## src/verilog/exc_pkg.sv

```systemverilog
// package: constants and carrier types for the exception and power unit
package exc_pkg;
    localparam int NUM_SRC = 20;
    // register offsets
    localparam logic [15:0] OFS_PEND_LOW = 16'hFE04;
    localparam logic [15:0] OFS_PEND_MID = 16'hFE05;
    localparam logic [15:0] OFS_PEND_HIGH = 16'hFE06;
    localparam logic [15:0] OFS_BRK_STATUS = 16'hFE00;
    localparam logic [15:0] OFS_BRK_FLAG_CTRL = 16'hFE03;
    localparam logic [15:0] OFS_OPTION = 16'hFE1F;
    // field positions
    localparam int POS_PEND_LOW = 2;
    localparam int POS_BRK_WAIT_EXIT = 1;
    localparam int POS_BRK_CLEAR_EN = 7;
    localparam int POS_SHORT_STOP = 7;
    localparam int POS_WDOG_DISABLE = 0;
    // reset values
    localparam logic [7:0] RST_OPTION = 8'h00;
    localparam logic [7:0] RST_BRK_FLAG_CTRL = 8'h00;
    // stop recovery in crystal clock cycles
    localparam int STOP_REC_LONG = 4096;
    localparam int STOP_REC_SHORT = 32;
    // vectors
    localparam logic [15:0] VEC_SOFTWARE_INT = 16'hFFFC;
    localparam logic [15:0] VEC_RESET = 16'hFFFE;
    localparam logic [15:0] VEC_SRC_BASE = 16'hFFFA;
    localparam logic [7:0] READ_UNMAPPED = 8'h00;

    typedef enum logic [1:0] {
        PM_RUN,
        PM_WAIT,
        PM_STOP,
        PM_RECOVER
    } power_state_t;

    // cpu-side request carrier
    typedef struct packed {
        logic instr_end;
        logic swi_exec;
        logic wait_exec;
        logic stop_exec;
        logic int_mask;
        logic [15:0] pc;
    } cpu_req_t;

    // decision answer to the cpu
    typedef struct packed {
        logic take_int;
        logic [15:0] vector;
        logic [15:0] stack_pc;
        logic clear_mask;
        logic enter_break;
    } cpu_ans_t;
endpackage

```

## src/verilog/exc_power_unit.sv

```systemverilog
// exception, break and low-power control with avalon-mm status registers
// Notes on behaviour
// RULE1: software interrupt is taken whatever the interrupt mask says.
// RULE2: software interrupt stacks pc; hardware interrupt stacks pc minus one.
// RULE3: fixed priority: reset, software, then sources one to twenty.
// RULE4: low status register holds flags six to one in bits seven to two.
// RULE5: mid status register holds flags fourteen to seven in all bits.
// RULE6: high status register holds flags twenty to fifteen, top bits zero.
// RULE7: a flag reads one exactly while its source is requesting.
// RULE8: every reset source acts at once with equal top priority.
// RULE9: break request forces the cpu to the software interrupt vector.
// RULE10: in break, other flags clear only while clear-enable is set.
// RULE11: a flag cleared in break stays cleared after break ends.
// RULE12: two-step clears stay protected in break; after break they work.
// RULE13: wait or stop clears the interrupt mask and stops cpu clock.
// RULE14: wait gates cpu clock, peripheral clock keeps running.
// RULE15: enabled interrupt wakes from wait; stacking starts next cycle.
// RULE16: wait ends on reset or break; break sets wait-exit flag. Here break ends wait only while EMULATION_MODE is set.
// RULE17: watchdog runs, also in wait, while its disable option is zero.
// RULE18: entering stop resets the recovery counter and stops system clocks.
// RULE19: stop gates both bus clock and crystal clock outputs.
// RULE20: stop ends on interrupt or reset; stacking after recovery time.
// RULE21: recovery is 4096 crystal cycles, or 32 with short option.
// RULE22: counter held reset in stop, then counts out recovery.
// RULE23: hardware interrupt taken at instruction end if unmasked and enabled.
// RULE24: status register writes are ignored; reads change nothing.
//
// Our own choice: register access over Avalon-MM.
`timescale 1ns/1ns
module exc_power_unit #(
    parameter int NSRC = exc_pkg::NUM_SRC,
    parameter int REC_LONG = exc_pkg::STOP_REC_LONG,
    parameter int REC_SHORT = exc_pkg::STOP_REC_SHORT
) (
    // clock and reset
    input wire logic MCLK,
    input wire logic RSTN,
    // avalon-mm slave
    input wire logic [15:0] AVS_ADDRESS,
    input wire logic AVS_READ,
    input wire logic AVS_WRITE,
    input wire logic [7:0] AVS_WRITEDATA,
    output logic [7:0] AVS_READDATA,
    output logic AVS_WAITREQUEST,
    // interrupt sources and enables
    input wire logic [NSRC-1:0] IRQ_PENDING,
    input wire logic [NSRC-1:0] IRQ_ENABLE,
    input wire logic RESET_REQ,
    // cpu side
    input wire exc_pkg::cpu_req_t CPU_REQ,
    output exc_pkg::cpu_ans_t CPU_ANS,
    // break module
    input wire logic BREAK_IRQ,
    input wire logic BREAK_ACTIVE,
    input wire logic EMULATION_MODE,
    // flag protection towards other modules
    input wire logic FLAG_CLEAR_REQ,
    output logic FLAG_CLEAR_ALLOW,
    // clock gating and watchdog
    output logic CPU_CLK_EN,
    output logic PERIPH_CLK_EN,
    output logic BUS_CLK_EN,
    output logic XTAL_CLK_EN,
    output logic WATCHDOG_EN,
    output logic [1:0] POWER_STATE
);
    typedef struct packed {
        exc_pkg::power_state_t pm;
        logic [12:0] rec_cnt;
        logic [7:0] option;
        logic clear_en;
        logic wait_exit;
        logic [7:0] rdata;
        logic rvalid;
        exc_pkg::cpu_ans_t ans;
    } state_t;

    state_t s_q;
    state_t s_d;
    logic [NSRC-1:0] live;
    logic [7:0] pend_low;
    logic [7:0] pend_mid;
    logic [7:0] pend_high;
    logic [4:0] first_idx;
    logic any_hw;
    logic rec_done;
    logic [12:0] rec_len;

    // pending flags follow the sources directly
    assign live = IRQ_PENDING;
    assign pend_low = {live[5:0], 2'h0}; // RULE4 RULE7
    assign pend_mid = live[13:6]; // RULE5 RULE7
    assign pend_high = {2'h0, live[19:14]}; // RULE6 RULE7

    // lowest index enabled request wins
    always_comb begin
        first_idx = 5'h00;
        any_hw = 1'b0;
        for (int i = NSRC - 1; i >= 0; i--) begin
            if (live[i] && IRQ_ENABLE[i]) begin // RULE3 RULE23
                first_idx = 5'(i);
                any_hw = 1'b1;
            end
        end
    end

    assign rec_len = s_q.option[exc_pkg::POS_SHORT_STOP] ?
        13'(REC_SHORT) : 13'(REC_LONG); // RULE21
    assign rec_done = s_q.rec_cnt == rec_len - 13'h0001;

    always_comb begin
        s_d = s_q;
        s_d.ans.take_int = 1'b0;
        s_d.ans.clear_mask = 1'b0;
        s_d.ans.enter_break = 1'b0;
        s_d.rvalid = 1'b0;
        // avalon register access, one wait cycle on reads
        if (AVS_WRITE) begin
            unique case (AVS_ADDRESS)
                exc_pkg::OFS_BRK_FLAG_CTRL:
                    s_d.clear_en = AVS_WRITEDATA[exc_pkg::POS_BRK_CLEAR_EN];
                exc_pkg::OFS_OPTION: s_d.option = AVS_WRITEDATA;
                exc_pkg::OFS_BRK_STATUS: begin
                    if (!AVS_WRITEDATA[exc_pkg::POS_BRK_WAIT_EXIT]) begin
                        s_d.wait_exit = 1'b0;
                    end
                end
                default: s_d.option = s_q.option; // RULE24
            endcase
        end
        if (AVS_READ && !s_q.rvalid) begin
            s_d.rvalid = 1'b1;
            unique case (AVS_ADDRESS)
                exc_pkg::OFS_PEND_LOW: s_d.rdata = pend_low; // RULE24
                exc_pkg::OFS_PEND_MID: s_d.rdata = pend_mid;
                exc_pkg::OFS_PEND_HIGH: s_d.rdata = pend_high;
                exc_pkg::OFS_BRK_STATUS:
                    s_d.rdata = {6'h00, s_q.wait_exit, 1'b0};
                exc_pkg::OFS_BRK_FLAG_CTRL:
                    s_d.rdata = {s_q.clear_en, 7'h00};
                exc_pkg::OFS_OPTION: s_d.rdata = s_q.option;
                default: s_d.rdata = exc_pkg::READ_UNMAPPED;
            endcase
        end
        // power state machine and exception choice
        unique case (s_q.pm)
            exc_pkg::PM_RUN: begin
                if (BREAK_IRQ && CPU_REQ.instr_end) begin // RULE9
                    s_d.ans.take_int = 1'b1;
                    s_d.ans.enter_break = 1'b1;
                    s_d.ans.vector = exc_pkg::VEC_SOFTWARE_INT;
                    s_d.ans.stack_pc = CPU_REQ.pc;
                end else if (CPU_REQ.swi_exec) begin // RULE1 RULE3
                    s_d.ans.take_int = 1'b1;
                    s_d.ans.vector = exc_pkg::VEC_SOFTWARE_INT;
                    s_d.ans.stack_pc = CPU_REQ.pc; // RULE2
                end else if (CPU_REQ.wait_exec) begin
                    s_d.pm = exc_pkg::PM_WAIT;
                    s_d.ans.clear_mask = 1'b1; // RULE13
                end else if (CPU_REQ.stop_exec) begin
                    s_d.pm = exc_pkg::PM_STOP;
                    s_d.ans.clear_mask = 1'b1; // RULE13
                    s_d.rec_cnt = 13'h0000; // RULE18
                end else if (CPU_REQ.instr_end && any_hw
                    && !CPU_REQ.int_mask) begin // RULE23
                    s_d.ans.take_int = 1'b1;
                    s_d.ans.vector = exc_pkg::VEC_SRC_BASE
                        - {10'h000, first_idx, 1'b0};
                    s_d.ans.stack_pc = CPU_REQ.pc - 16'h0001; // RULE2
                end
            end
            exc_pkg::PM_WAIT: begin
                if (BREAK_IRQ && EMULATION_MODE) begin // RULE16
                    s_d.pm = exc_pkg::PM_RUN;
                    s_d.wait_exit = 1'b1;
                    s_d.ans.take_int = 1'b1;
                    s_d.ans.enter_break = 1'b1;
                    s_d.ans.vector = exc_pkg::VEC_SOFTWARE_INT;
                    s_d.ans.stack_pc = CPU_REQ.pc;
                end else if (any_hw) begin // RULE15
                    s_d.pm = exc_pkg::PM_RUN;
                    s_d.ans.take_int = 1'b1;
                    s_d.ans.vector = exc_pkg::VEC_SRC_BASE
                        - {10'h000, first_idx, 1'b0};
                    s_d.ans.stack_pc = CPU_REQ.pc - 16'h0001;
                end
            end
            exc_pkg::PM_STOP: begin
                s_d.rec_cnt = 13'h0000; // RULE22
                if (any_hw) begin // RULE20
                    s_d.pm = exc_pkg::PM_RECOVER;
                end
            end
            exc_pkg::PM_RECOVER: begin
                s_d.rec_cnt = s_q.rec_cnt + 13'h0001; // RULE22
                if (rec_done) begin // RULE20 RULE21
                    s_d.pm = exc_pkg::PM_RUN;
                    s_d.rec_cnt = 13'h0000;
                    s_d.ans.take_int = any_hw;
                    s_d.ans.vector = exc_pkg::VEC_SRC_BASE
                        - {10'h000, first_idx, 1'b0};
                    s_d.ans.stack_pc = CPU_REQ.pc - 16'h0001;
                end
            end
        endcase
        // any reset source overrides power state, counter and the cpu vector without arbitration
        if (RESET_REQ) begin // RULE8 RULE16 RULE20
            s_d.pm = exc_pkg::PM_RUN;
            s_d.rec_cnt = 13'h0000;
            s_d.ans.take_int = 1'b1;
            s_d.ans.enter_break = 1'b0;
            s_d.ans.vector = exc_pkg::VEC_RESET;
            s_d.ans.stack_pc = CPU_REQ.pc;
        end
    end

    always_ff @(posedge MCLK or negedge RSTN) begin
        if (!RSTN) begin
            s_q <= '0;
            s_q.pm <= exc_pkg::PM_RUN;
            s_q.option <= exc_pkg::RST_OPTION;
            s_q.clear_en <=
                exc_pkg::RST_BRK_FLAG_CTRL[exc_pkg::POS_BRK_CLEAR_EN];
        end else begin
            s_q <= s_d;
        end
    end

    assign AVS_READDATA = s_q.rdata;
    assign AVS_WAITREQUEST = AVS_READ && !s_q.rvalid;
    assign CPU_ANS = s_q.ans;
    // protection: clears pass outside break or when enabled
    assign FLAG_CLEAR_ALLOW = FLAG_CLEAR_REQ
        && (!BREAK_ACTIVE || s_q.clear_en); // RULE10 RULE11 RULE12
    assign CPU_CLK_EN = s_q.pm == exc_pkg::PM_RUN; // RULE13 RULE14
    assign PERIPH_CLK_EN = s_q.pm != exc_pkg::PM_STOP; // RULE14 RULE19
    assign BUS_CLK_EN = s_q.pm != exc_pkg::PM_STOP; // RULE18 RULE19
    assign XTAL_CLK_EN = s_q.pm != exc_pkg::PM_STOP; // RULE19
    assign WATCHDOG_EN = !s_q.option[exc_pkg::POS_WDOG_DISABLE]; // RULE17
    assign POWER_STATE = s_q.pm;

    // recovery length counter check
    logic [12:0] rec_seen;
    always_ff @(posedge MCLK or negedge RSTN) begin
        if (!RSTN) begin
            rec_seen <= 13'h0000;
        end else if (s_q.pm == exc_pkg::PM_RECOVER) begin
            rec_seen <= rec_seen + 13'h0001;
        end else begin
            rec_seen <= 13'h0000;
        end
    end
endmodule // exc_power_unit

```

## config.mk

```make
export PLATFORM = sky130hd
export DESIGN_NAME = exc_power_unit
export DESIGN_NICKNAME = d
export VERILOG_FILES = /design/src/verilog/exc_pkg.sv /design/src/verilog/exc_power_unit.sv
export SDC_FILE = /design/constraint.sdc
export NUM_CORES = 1
export LEC_CHECK = 0
export BUFFER_PORTS_ARGS = -buffer_cell sky130_fd_sc_hd__buf_4
export CAP_MARGIN = 20
export CORE_MARGIN = 10
export CORE_UTILIZATION = 45
export DETAILED_ROUTE_END_ITERATION = 7
export PLACE_DENSITY = 0.74
export SYNTH_ARGS = -nofsm -noshare
export SYNTH_HDL_FRONTEND = slang
export SYNTH_SLANG_ARGS = --single-unit
```

## constraint.sdc

```tcl
create_clock -name MCLK -period 6.3 [get_ports MCLK]
set_input_delay 0.315 -clock MCLK [delete_from_list [all_inputs] [get_ports MCLK]]
set_output_delay 0.315 -clock MCLK [all_outputs]
set_load 0.03 [all_outputs]
```

## Word-level counts from Yosys, hierarchy flattened

Index checks and enable logic that the tools add are counted.
W data, S select, Z words.

| cells by class | value |
|---|---|
| add/sub/neg operators | 4 |
| multiplexer cells | 79 |
| equal/unequal tests | 22 |
| reduce and logical (&&, ||, !) cells | 39 |

Operators by type and width:

| operator | number |
|---|---|
| $mux W33 | 9 |
| $mux W5 | 20 |
| $pmux W33 S3 | 1 |
| $eq A16 B16 Y1 const B | 6 |
| $mux W15 | 5 |
| $pmux W8 S6 | 1 |
| $pmux W13 S3 | 1 |
| $mux W1 | 34 |
| $logic_and A1 B1 Y1 | 26 |
| $mux W13 | 2 |
| $ne A3 B3 Y1 const B | 6 |
| $sub A16 B1 Y16 const B | 1 |
| $add A13 B1 Y13 const B | 1 |
| $eq A13 B13 Y1 | 1 |
| $sub A13 B1 Y13 const B | 1 |
| $reduce_and A6 Y1 | 2 |
| $ne A5 B4 Y1 const B | 2 |
| $mux W2 | 4 |
| $ne A4 B4 Y1 const B | 2 |
| $pmux W2 S4 | 1 |
| $reduce_bool A4 Y1 | 2 |
| $sub A4 B7 Y8 const A | 1 |
| $ne A5 B3 Y1 const B | 1 |
| $reduce_and A5 Y1 | 1 |
| 8 further kinds | 13 |

| storage, ports and cells | value |
|---|---|
| output and inout bits | 52 |
| logic and storage cells | 156 |
| bits in registers | 69 |
| input port bits | 94 |

## Depth between registers and ports, before layout

Gate-level depths: netlist (run 1).

| logic depth | value |
|---|---|
| depth in word-level cells | 30 |
| depth in mapped cells | 8 |
| gate-level depth less buffers | 8 |

## Least setup slack after synthesis (run 1)

OpenSTA, ideal clock, no wires.

| timing path | value |
|---|---|
| kind | input -> register |
| start point | in AVS_ADDRESS[5] |
| end point | reg s_q[47] (netlist bit) |
| buffers on the path | 2 |
| arrival time | 2.227 ns |
| data required time | 6.175 ns |
| stages on the path | 7 |
| setup slack | 3.949 ns |
| library setup time | 0.125 ns |
| path through | or4_1 -> or3_1 -> buf_6 -> nor4_1 -> and2_1 -> buf_4 -> mux2_2 |

| on the way | value |
|---|---|
| cells in the longest elaborated chain, start to end | 2 |

RTL lines:

| element | RTL line | source |
|---|---|---|
| start: declaration | exc_power_unit.sv:39 | `input wire logic [15:0] AVS_ADDRESS,` |
| $eq A16 B16 Y1 | exc_power_unit.sv:119 | `unique case (AVS_ADDRESS)` |
| $reduce_and A2 Y1 (no line) | n/a |  |
| end: declaration | exc_power_unit.sv:78 | `state_t s_q;` |

No other way between the ends.
A chain may end at the register's enable or synchronous reset.

## Worst setup path in the final report (run 1)

| timing path | value |
|---|---|
| start point | reg s_q[54] (netlist bit) |
| end point | reg s_q, in the netlist CPU_ANS[13] |

| on the way | value |
|---|---|
| cells in the longest elaborated chain, start to end | 3 |

RTL lines:

| element | RTL line | source |
|---|---|---|
| $eq A13 B13 Y1 | exc_power_unit.sv:109 | `assign rec_done = s_q.rec_cnt == rec_len - 13'h0001;` |
| $ne A3 B3 Y1 (no line) | n/a |  |
| $reduce_and A6 Y1 (no line) | n/a |  |

No other way between the ends.

==> impl_metrics.env, run 1 <==
export IMPL_numCtsBuffers=9
export IMPL_criticalPathCategory="reg2reg"
export IMPL_hold_viol=0
export IMPL_drc=0
export IMPL_p_comb_share_pct=22.6
export IMPL_ys_flop_type="dfrtp_1"
export IMPL_startpoint_type="register"
export IMPL_fillers=788
export IMPL_clock_power_share_pct=37.1
export IMPL_ios=146
export IMPL_rsz0062_at_grt="false"
export IMPL_p_seq_share_pct=40.3
export IMPL_cap_violations=0
export IMPL_final_cells=676
export IMPL_ys_types=61
export IMPL_fmax_mhz=402
export IMPL_dr_first_iter_drc_count=180
export IMPL_worstSetupEndpointType="register"
export IMPL_wire_per_inst_um=18.5
export IMPL_grt_usage_pct=18.9
export IMPL_period_share_pct=39.5
export IMPL_io_buffers=144
export IMPL_h_tree_depth=3
export IMPL_synth_area_um2=4040
export IMPL_clock_sinks=60
export IMPL_holdBufCountCts=0
export IMPL_synthArstFlopShare_pct=100
export IMPL_finalNetCount=660
export IMPL_crit_required_ns=6.52
export IMPL_switchingPower_uw=303
export IMPL_core_area_um2=8720
export IMPL_ant_nets=0
export IMPL_tightest_slew_ns=0.827
export IMPL_chipHeight_um=115
export IMPL_finalSetupTns_ns=0
export IMPL_leakage_uw=0.00227
export IMPL_hpwl_mm=10.1
export IMPL_synth_seq_cells=60
export IMPL_r2r_slack_ns=3.81
export IMPL_post_cts_resized=0
export IMPL_ys_seq_area_share_pct=37.2
export IMPL_syn_mean_instance_area_um2=8.65
export IMPL_dieArea_um2=13200
export IMPL_slew_viol_final=0
export IMPL_routed_wl_mm=12.5
export IMPL_skew_ns=0.0146
export IMPL_placedCellCount=660
export IMPL_grt_pass1_vias=3979
export IMPL_status="complete, no violations"
export IMPL_area_growth_pct=25.4
export IMPL_total_power_uw=1040
export IMPL_clkTransAtPathRegs_ns=0.07
export IMPL_cts_tree="done"
export IMPL_r2r_end="CPU_ANS[13]"
export IMPL_fin_crit_ns=2.49
export IMPL_synth_nets=564
export IMPL_post_cts_buffers=0
export IMPL_die_w_um=115
export IMPL_num_rows=34
export IMPL_p_int_uw=736
export IMPL_antenna_found_initial=0
export IMPL_n_antenna_cell=0
export IMPL_peakVddDrop_mv=0.0910
export IMPL_maxSlewHeadroom_pct=44.4
export IMPL_clockRootBuffer="clkbuf_8"
export IMPL_hp_class="in2async"
export IMPL_postSynthCellCount=467
export IMPL_start_util_pct=46.3
export IMPL_gp_congestion=0.910
export IMPL_grt_pass1_wl_mm=20.2
export IMPL_p_per_area_nw_per_um2=205
export IMPL_path_max_fanout=10
export IMPL_gr_total_overflow=0
export IMPL_grt_max_degree=61
export IMPL_viasPerCell=5.77
export IMPL_ys_warnings_count=0
export IMPL_setup_violations=0
export IMPL_ff2ff_path_depth=7
export IMPL_synth_edf_count=0
export IMPL_cts_buffer_depth=2
export IMPL_clkLatencyLatePin_ns=0.34
export IMPL_switching_share_pct=29.1
export IMPL_drt_pass1_iter_count=5
export IMPL_setup_worst_path_start="s_q[54]"
export IMPL_cp_arrival_ns=2.71
export IMPL_reg2reg_from="s_q[54]"
export IMPL_drive_above_1_share_pct=30.8
export IMPL_num_vias=3903
## worst max-delay path by stage
| stage | end | cells after the start |
|---|---|---|
| 2_1_floorplan | s_q[47] | 7 |
| 4_1_cts | CPU_ANS[13] | 7 |
| 6_report | CPU_ANS[13] | 7 |
| 3_5_place_dp | s_q[49] | 6 |
| 3_3_place_gp | s_q[53] | 6 |
| 5_1_grt | CPU_ANS[13] | 7 |
## flip-flops by register name (all words and copies together), names as in the netlist
| register | flops |
|---|---|
| POWER_STATE | 2 |
| AVS_READDATA | 8 |
| CPU_ANS | 26 |
| s_q | 24 |
## cell type report
class | instances | area (um^2) | share of cell area (%)
multi-input cells | 332 | 2060 | 40.8
flip-flops and latches | 60 | 1500 | 29.7
repair buffers | 145 | 1090 | 21.5
clock buffers | 12 | 145 | 2.87
well taps | 108 | 135 | 2.67
clock inverters | 4 | 72.6 | 1.43
inverters | 15 | 56.3 | 1.11
## synthesized netlist by cell type, types with 7 or more instances
library cell   n  area share, %
o211ai_1      12            2.2
nor3_1         7           0.87
a22o_1         7            1.5
nand3_1       23            2.9
o21ai_0       28            3.5
dfrtp_1       60             37
a21oi_1       17            2.1
buf_4         48            8.9
clkbuf_1       8           0.74
inv_1         15            1.4
or3_1         11            1.7
nand2_1       59            5.5
nor2_1        35            3.3
nand2b_1       9            1.4
a22oi_1       15            2.8
## critical path, stage by stage, from the launching register on
cell	delay, ns
dfrtp_1	0.41
ha_1	0.24
nand4_1	0.21
nor2_1	0.22
o2111ai_1	0.31
a21boi_2	0.51
nand2_1	0.15
o311ai_0	0.31
## per-layer routing
layer / global-route usage [%] / vias up / share of wire (%) / wire, um
met2: 31.4 / 166 / 49 / 6070
met4: 6.27 / 0 / 2.4 / 299
met3: 5.92 / 25 / 7.9 / 984
li1: - / 1870 / - / -
met1: 22.6 / 1842 / 41 / 5130
met5: 0 / - / 0 / 0
## cell families after synthesis
| family | count (synthesis) | synth area share [%] |
|---|---|---|
| adder cells (fa/ha/maj) | 3 | 0.930 |
| XOR/XNOR | 11 | 2.39 |
| other | 1 | 0.0929 |
| flip-flops | 60 | 37.2 |
| AND/OR/NAND/NOR | 173 | 21.3 |
| AO/OA/AOI/OAI | 132 | 23.2 |
| buffers and inverters | 75 | 11.7 |
| multiplexers | 12 | 3.22 |
## placed cells by master, fill, tap and decap left out, drive strengths merged, types with 4 or more instances in the layout
master,n
nand2b,9
nand4,6
nor4,7
nand2,59
clkbuf,12
xnor2,5
dfrtp,60
mux2,8
a22oi,16
inv,15
a32o,4
a21oi,17
or3,11
a221oi,5
a22o,7
mux2i,4
nand3,23
a211oi,5
buf,145
nor3,7
o211ai,12
a31oi,6
nor2,35
xor2,6
o311ai,5
o21ai,31
## through the flow
| step | utilization (%) | hold slack (ns) | instance area (um^2) | worst slack (ns) |
|---|---|---|---|---|
| final | 58.1 | 0.0470 | 5060 | 3.81 |
| after global routing | 58.1 | 0.115 | 5060 | 3.60 |
| after CTS | 58.1 | 0.0840 | 5060 | 3.84 |
| after detailed placement | 55.6 | 0.455 | 4850 | 3.56 |
| after global placement | 55.6 | 0.439 | 4850 | 3.66 |
| after floorplan | - | 0.0194 | 4040 | 3.95 |
## power by group through the flow
| stage | logic (uW) | registers [uW] | clock network (uW) |
|---|---|---|---|
| after global placement | 232 | 425 | 0 |
| after floorplan | 145 | 420 | 0 |
| after detailed placement | 236 | 426 | 0 |
| final | 235 | 419 | 385 |
| after global routing | 256 | 421 | 413 |
| after CTS | 236 | 419 | 392 |
Note: power is estimated with default switching activity, not from simulation.
==> run 2, diff against run 1 <==
==> constraint.sdc (replaced) <==
create_clock -name MCLK -period 2.3 [get_ports MCLK]
set_input_delay 0.115 -clock MCLK [delete_from_list [all_inputs] [get_ports MCLK]]
set_output_delay 0.115 -clock MCLK [all_outputs]
set_load 0.03 [all_outputs]
==> run 2 against run 1 <==
Net effect:
- clock power grew to 2.8 times the previous value
- die area is the same
- sequential power grew to 2.7 times the previous value
- final cell count grew 4.3%
- via count grew 2.2%
- setup slack lost 3.6 ns
- sequential share of layout area shrank 1.4 points
- critical endpoint unchanged
- critical path depth grew 1
- hold slack lost 0.041 ns
- register-to-register slack lost 3.6 ns
==> impl_metrics.env, run 2 (synthesized netlist as in run 1, its figures left out) <==
export IMPL_num_rows=34
export IMPL_dr_first_iter_drc_count=159
export IMPL_tightest_slew_ns=0.767
export IMPL_p_per_area_nw_per_um2=542
export IMPL_criticalPathCategory="reg2reg"
export IMPL_multi_input_area_um2=2070
export IMPL_die_w_um=115
export IMPL_setup_violations=0
export IMPL_io_buffers=144
export IMPL_skew_ns=0.0103
export IMPL_drt_pass1_iter_count=5
export IMPL_setup_worst_path_start="s_q[54]"
export IMPL_ios=146
export IMPL_reg2reg_from="s_q[54]"
export IMPL_clkLatencyLatePin_ns=0.35
export IMPL_cap_violations=0
export IMPL_grt_max_degree=61
export IMPL_start_util_pct=46.3
export IMPL_chipHeight_um=115
export IMPL_grt_usage_pct=18.6
export IMPL_period_share_pct=90.7
export IMPL_fmax_mhz=479
export IMPL_finalNetCount=689
export IMPL_core_area_um2=8720
export IMPL_ant_nets=0
export IMPL_startpoint_type="register"
export IMPL_area_growth_pct=31.5
export IMPL_routed_wl_mm=12.4
export IMPL_drc=0
export IMPL_cts_buffer_depth=2
export IMPL_cp_arrival_ns=2.32
export IMPL_min_delay_start="AVS_WRITEDATA[4]"
export IMPL_largest_register_ffs=26
export IMPL_status="complete, no violations"
export IMPL_fillers=787
export IMPL_leakage_uw=0.00241
export IMPL_dieArea_um2=13200
export IMPL_final_common_cell="buf_4"
export IMPL_finalSetupTns_ns=0
export IMPL_drive_above_1_share_pct=33.3
export IMPL_path_max_fanout=8
export IMPL_peakVddDrop_mv=0.304
export IMPL_clockRootBuffer="clkbuf_8"
export IMPL_hold_viol=0
export IMPL_gr_total_overflow=0
export IMPL_grt_pass1_wl_mm=19.8
export IMPL_gp_congestion=0.946
export IMPL_hpwl_mm=10.2
export IMPL_hp_class="in2reg"
export IMPL_rsz0062_at_grt="false"
export IMPL_final_seq_area_um2=1500
export IMPL_maxSlewHeadroom_pct=48.8
export IMPL_placedCellCount=682
export IMPL_clkTransAtPathRegs_ns=0.07
export IMPL_antenna_found_initial=0
export IMPL_grt_pass1_vias=4051
export IMPL_clock_sinks=60
export IMPL_worstSetupEndpointType="register"
export IMPL_h_tree_depth=3
export IMPL_numCtsBuffers=9
export IMPL_n_antenna_cell=0
export IMPL_slew_viol_final=0
export IMPL_whs_ns=0.00604
export IMPL_mostFrequentLayoutCells="buf_4 (167), dfrtp_1 (60), nand2_1 (58)"
export IMPL_crit_required_ns=2.54
export IMPL_cts_tree="done"
export IMPL_viasPerCell=5.66
export IMPL_fin_crit_ns=2.09
export IMPL_num_vias=3988
export IMPL_wire_per_inst_um=17.6
export IMPL_final_cells=705
==> run 2: cell count changes in the layout (fill, tap and decap cells not counted), sizes merged <==
cell and delta:
buf +23, dlygate4sd3 +6
==> run 2: stage by stage <==
step                      utilization, %  cell area [um^2]  setup slack, ns  power (uW)
after floorplan                        -              4040            0.130        1550
final                               60.9              5310            0.214        2880
after CTS                           60.8              5300            0.155        2900
after global routing                60.9              5310           0.0143        3010
after detailed placement            57.6              5020           0.0307        1830
after global placement              57.6              5020           0.0949        1830
==> run 2: worst paths after layout <==
kind                                    end  slack [ns]  cells past startpoint
worst max register to register  CPU_ANS[13]        0.21                      8
worst max-delay path            CPU_ANS[13]        0.21                      8
min in group asynchronous       CPU_ANS[32]        0.38                      2
worst min register to register  CPU_ANS[17]        0.49                      2
worst min-delay path                s_q[50]       0.006                      2
max in group asynchronous           s_q[59]        1.40                      2
==> run 2: timing repair <==
| item | 4_1_cts | 5_1_grt |
|---|---|---|
| endpoints found under the hold margin | 65 | 0 |
| setup buffers | 0 | 1 |
| resized for setup | 0 | 1 |
| endpoints found under the setup margin | 0 | 3 |
| hold buffers | 6 | 0 |
==> run 2: power breakdown <==
part	switching, uW	internal [uW]	total, uW
clock	419	639	1060
combinational	384	294	678
sequential	32.5	1110	1140
==> run 2: area by class of cell <==
cell class,count,share of cell area (%)
repair buffers,174,25.1
clock inverters,4,1.37
inverters,15,1.06
clock buffers,12,2.73
flip-flops and latches,60,28.3
well taps,108,2.54
multi-input cells,332,38.9
==> run 2: critical path, cell delays in order, from the launching register on <==
cell and delay, ns:
dfrtp_1 0.40, ha_1 0.23, nand4_1 0.14, nor2_1 0.20, o2111ai_1 0.31, a21boi_2 0.20
buf_4 0.16, nand2_1 0.07, o311ai_0 0.26
==> run 2: per-layer routing <==
| metal | GRT usage, % | part of all wire (%) | routed length, um |
|---|---|---|---|
| met5 | 0 | 0 | 0 |
| met4 | 8.58 | 2.8 | 347 |
| met3 | 5.35 | 7.8 | 971 |
| met2 | 31.3 | 49 | 6110 |
| met1 | 21.5 | 40 | 5000 |
==> run 3, diff against run 2 <==
--- a/config.mk
+++ b/config.mk
@@ -7,9 +7,11 @@
 export LEC_CHECK = 0
 export BUFFER_PORTS_ARGS = -buffer_cell sky130_fd_sc_hd__buf_4
 export CAP_MARGIN = 20
+export CORE_ASPECT_RATIO = 0.9
 export CORE_MARGIN = 10
 export CORE_UTILIZATION = 45
 export DETAILED_ROUTE_END_ITERATION = 7
+export GPL_TIMING_DRIVEN = 0
 export PLACE_DENSITY = 0.74
 export SYNTH_ARGS = -nofsm -noshare
 export SYNTH_HDL_FRONTEND = slang
==> run 3 against run 2 <==
Net effect:
- hold slack better by 0.0044 ns
- clock power about the same
- power increased by 3.6%
- register-to-register slack worse by 0.12 ns
- clock skew decreased by 0.0028 ns
- critical path type unchanged
- critical endpoint is now CPU_ANS[23]
- largest cell class unchanged
- largest power group unchanged
==> impl_metrics.env, run 3 (synthesized netlist as in run 1, its figures left out) <==
export IMPL_antenna_found_initial=0
export IMPL_fillers=763
export IMPL_layout_setup_ws_ns=0.0964
export IMPL_clkTransAtPathRegs_ns=0.07
export IMPL_min_delay_start="AVS_WRITEDATA[6]"
export IMPL_status="complete, no violations"
export IMPL_dieArea_um2=13200
export IMPL_hold_viol=0
export IMPL_grt_max_degree=61
export IMPL_ant_nets=0
export IMPL_tightest_slew_ns=0.794
export IMPL_p_per_area_nw_per_um2=529
export IMPL_setup_violations=0
export IMPL_leakage_uw=0.00258
export IMPL_worstSetupEndpointType="register"
export IMPL_place_ws_ns=-0.311
export IMPL_setup_worst_path_start="POWER_STATE[1]"
export IMPL_viasPerCell=5.56
export IMPL_grt_usage_pct=19.5
export IMPL_clkLatencyLatePin_ns=0.34
export IMPL_whs_ns=0.0105
export IMPL_numCtsBuffers=9
export IMPL_reg2reg_from="POWER_STATE[1]"
export IMPL_gr_total_overflow=0
export IMPL_num_vias=4199
export IMPL_grt_pass1_wl_mm=20.8
export IMPL_ios=146
export IMPL_finalNetCount=728
export IMPL_core_area_um2=8650
export IMPL_slew_viol_final=0
export IMPL_die_w_um=120
export IMPL_criticalPathCategory="reg2reg"
export IMPL_largest_register_ffs=26
export IMPL_cts_buffer_depth=2
export IMPL_clock_sinks=60
export IMPL_wire_per_inst_um=17.8
export IMPL_hpwl_mm=10.5
export IMPL_fmax_mhz=454
export IMPL_fin_crit_ns=2.20
export IMPL_drc=0
export IMPL_hp_class="in2reg"
export IMPL_mostFrequentLayoutCells="buf_4 (199), dfrtp_1 (59), nand2_1 (58)"
export IMPL_path_cells="clkbuf_4, nor2_2, o21ai_0, or4_1, o211ai_1, buf_4, a31oi_1, a21o_1"
export IMPL_num_rows=32
export IMPL_cts_tree="done"
export IMPL_area_growth_pct=39.5
export IMPL_peakVddDrop_mv=0.325
export IMPL_final_common_cell="buf_4"
export IMPL_drt_pass1_iter_count=5
export IMPL_dr_first_iter_drc_count=280
export IMPL_crit_required_ns=2.53
export IMPL_n_antenna_cell=0
export IMPL_gp_congestion=0.887
export IMPL_routed_wl_mm=13.5
export IMPL_h_tree_depth=3
export IMPL_grt_pass1_vias=4089
export IMPL_path_max_fanout=10
export IMPL_slowest_delay_ns=0.46
export IMPL_startpoint_type="register"
export IMPL_period_share_pct=95.8
export IMPL_cap_violations=0
export IMPL_chipHeight_um=110
export IMPL_cpMaxStageDelayCell="dfrtp_2"
export IMPL_cp_arrival_ns=2.43
export IMPL_skew_ns=0.00754
export IMPL_drive_above_1_share_pct=38.7
export IMPL_clockRootBuffer="clkbuf_8"
export IMPL_io_buffers=143
export IMPL_start_util_pct=46.7
export IMPL_maxSlewHeadroom_pct=46.6
-- run 3: layout make-up --
type                            instances  area [um^2]  area share, %
Multi-Input combinational cell        332         2120           37.6
Sequential cell                        60         1500           26.7
Timing Repair Buffer                  153         1150           20.5
Buffer                                 60          428           7.59
Tap cell                              119          149           2.64
Clock buffer                           10          138           2.44
Clock inverter                          6         87.6           1.55
Inverter                               15         56.3          0.999
-- run 3: path summary, 6_finish.rpt --
| kind | slack (ns) | end | depth (start not counted) |
|---|---|---|---|
| setup / recovery | 0.1 | CPU_ANS[23] | 8 |
| hold / removal | 0.01 | s_q[52] | 2 |
| setup reg to reg | 0.1 | CPU_ANS[23] | 8 |
| hold reg to reg | 0.47 | CPU_ANS[24] | 1 |
| max in group asynchronous | 1.36 | POWER_STATE[1] | 2 |
| min in group asynchronous | 0.38 | s_q[61] | 2 |
-- run 3: through the flow --
step / TNS [ns] / power [uW] / instances / util (%) / area [um^2]
final: 0 / 2980 / 755 / 65.1 / 5630
after global routing: -0.00540 / 3100 / 755 / 65.1 / 5630
after CTS: -0.0430 / 2980 / 749 / 64.0 / 5540
after detailed placement: -5.73 / 1890 / 729 / 60.8 / 5260
after global placement: -4.66 / 1880 / 729 / 60.8 / 5260
after floorplan: 0 / 1550 / 467 / - / 4040
-- run 3: what timing repair did --
action,CTS,global route
setup endpoints to repair,19,28
endpoints found under the hold margin,62,0
setup buffers,1,5
pin swaps,1,3
hold buffers,3,0
resized for setup,3,27
cloned,0,1
-- run 3: per-layer routing --
metal	global-route usage [%]	part of all wire (%)	vias to the layer above
met5	0	0	-
met4	4.73	1.2	0
met3	5.07	8.0	16
met2	33.7	49	181
met1	23.9	41	1988
li1	-	-	2014
-- run 3: where the power goes --
group / leakage (uW) / internal [uW] / total (uW) / switching, uW
clock network: 0.000105 / 637 / 1090 / 450
logic: 0.00172 / 342 / 754 / 412
registers: 0.000759 / 1110 / 1140 / 30.7
total: 0.00258 / 2090 / 2980 / 893
-- run 3: critical path: cells and delay by family, from the launching register on --
kind            cells  cell delay (ns)
simple gates        2             0.59
flops               1             0.46
buf+inv             2             0.47
compound gates      4             0.58
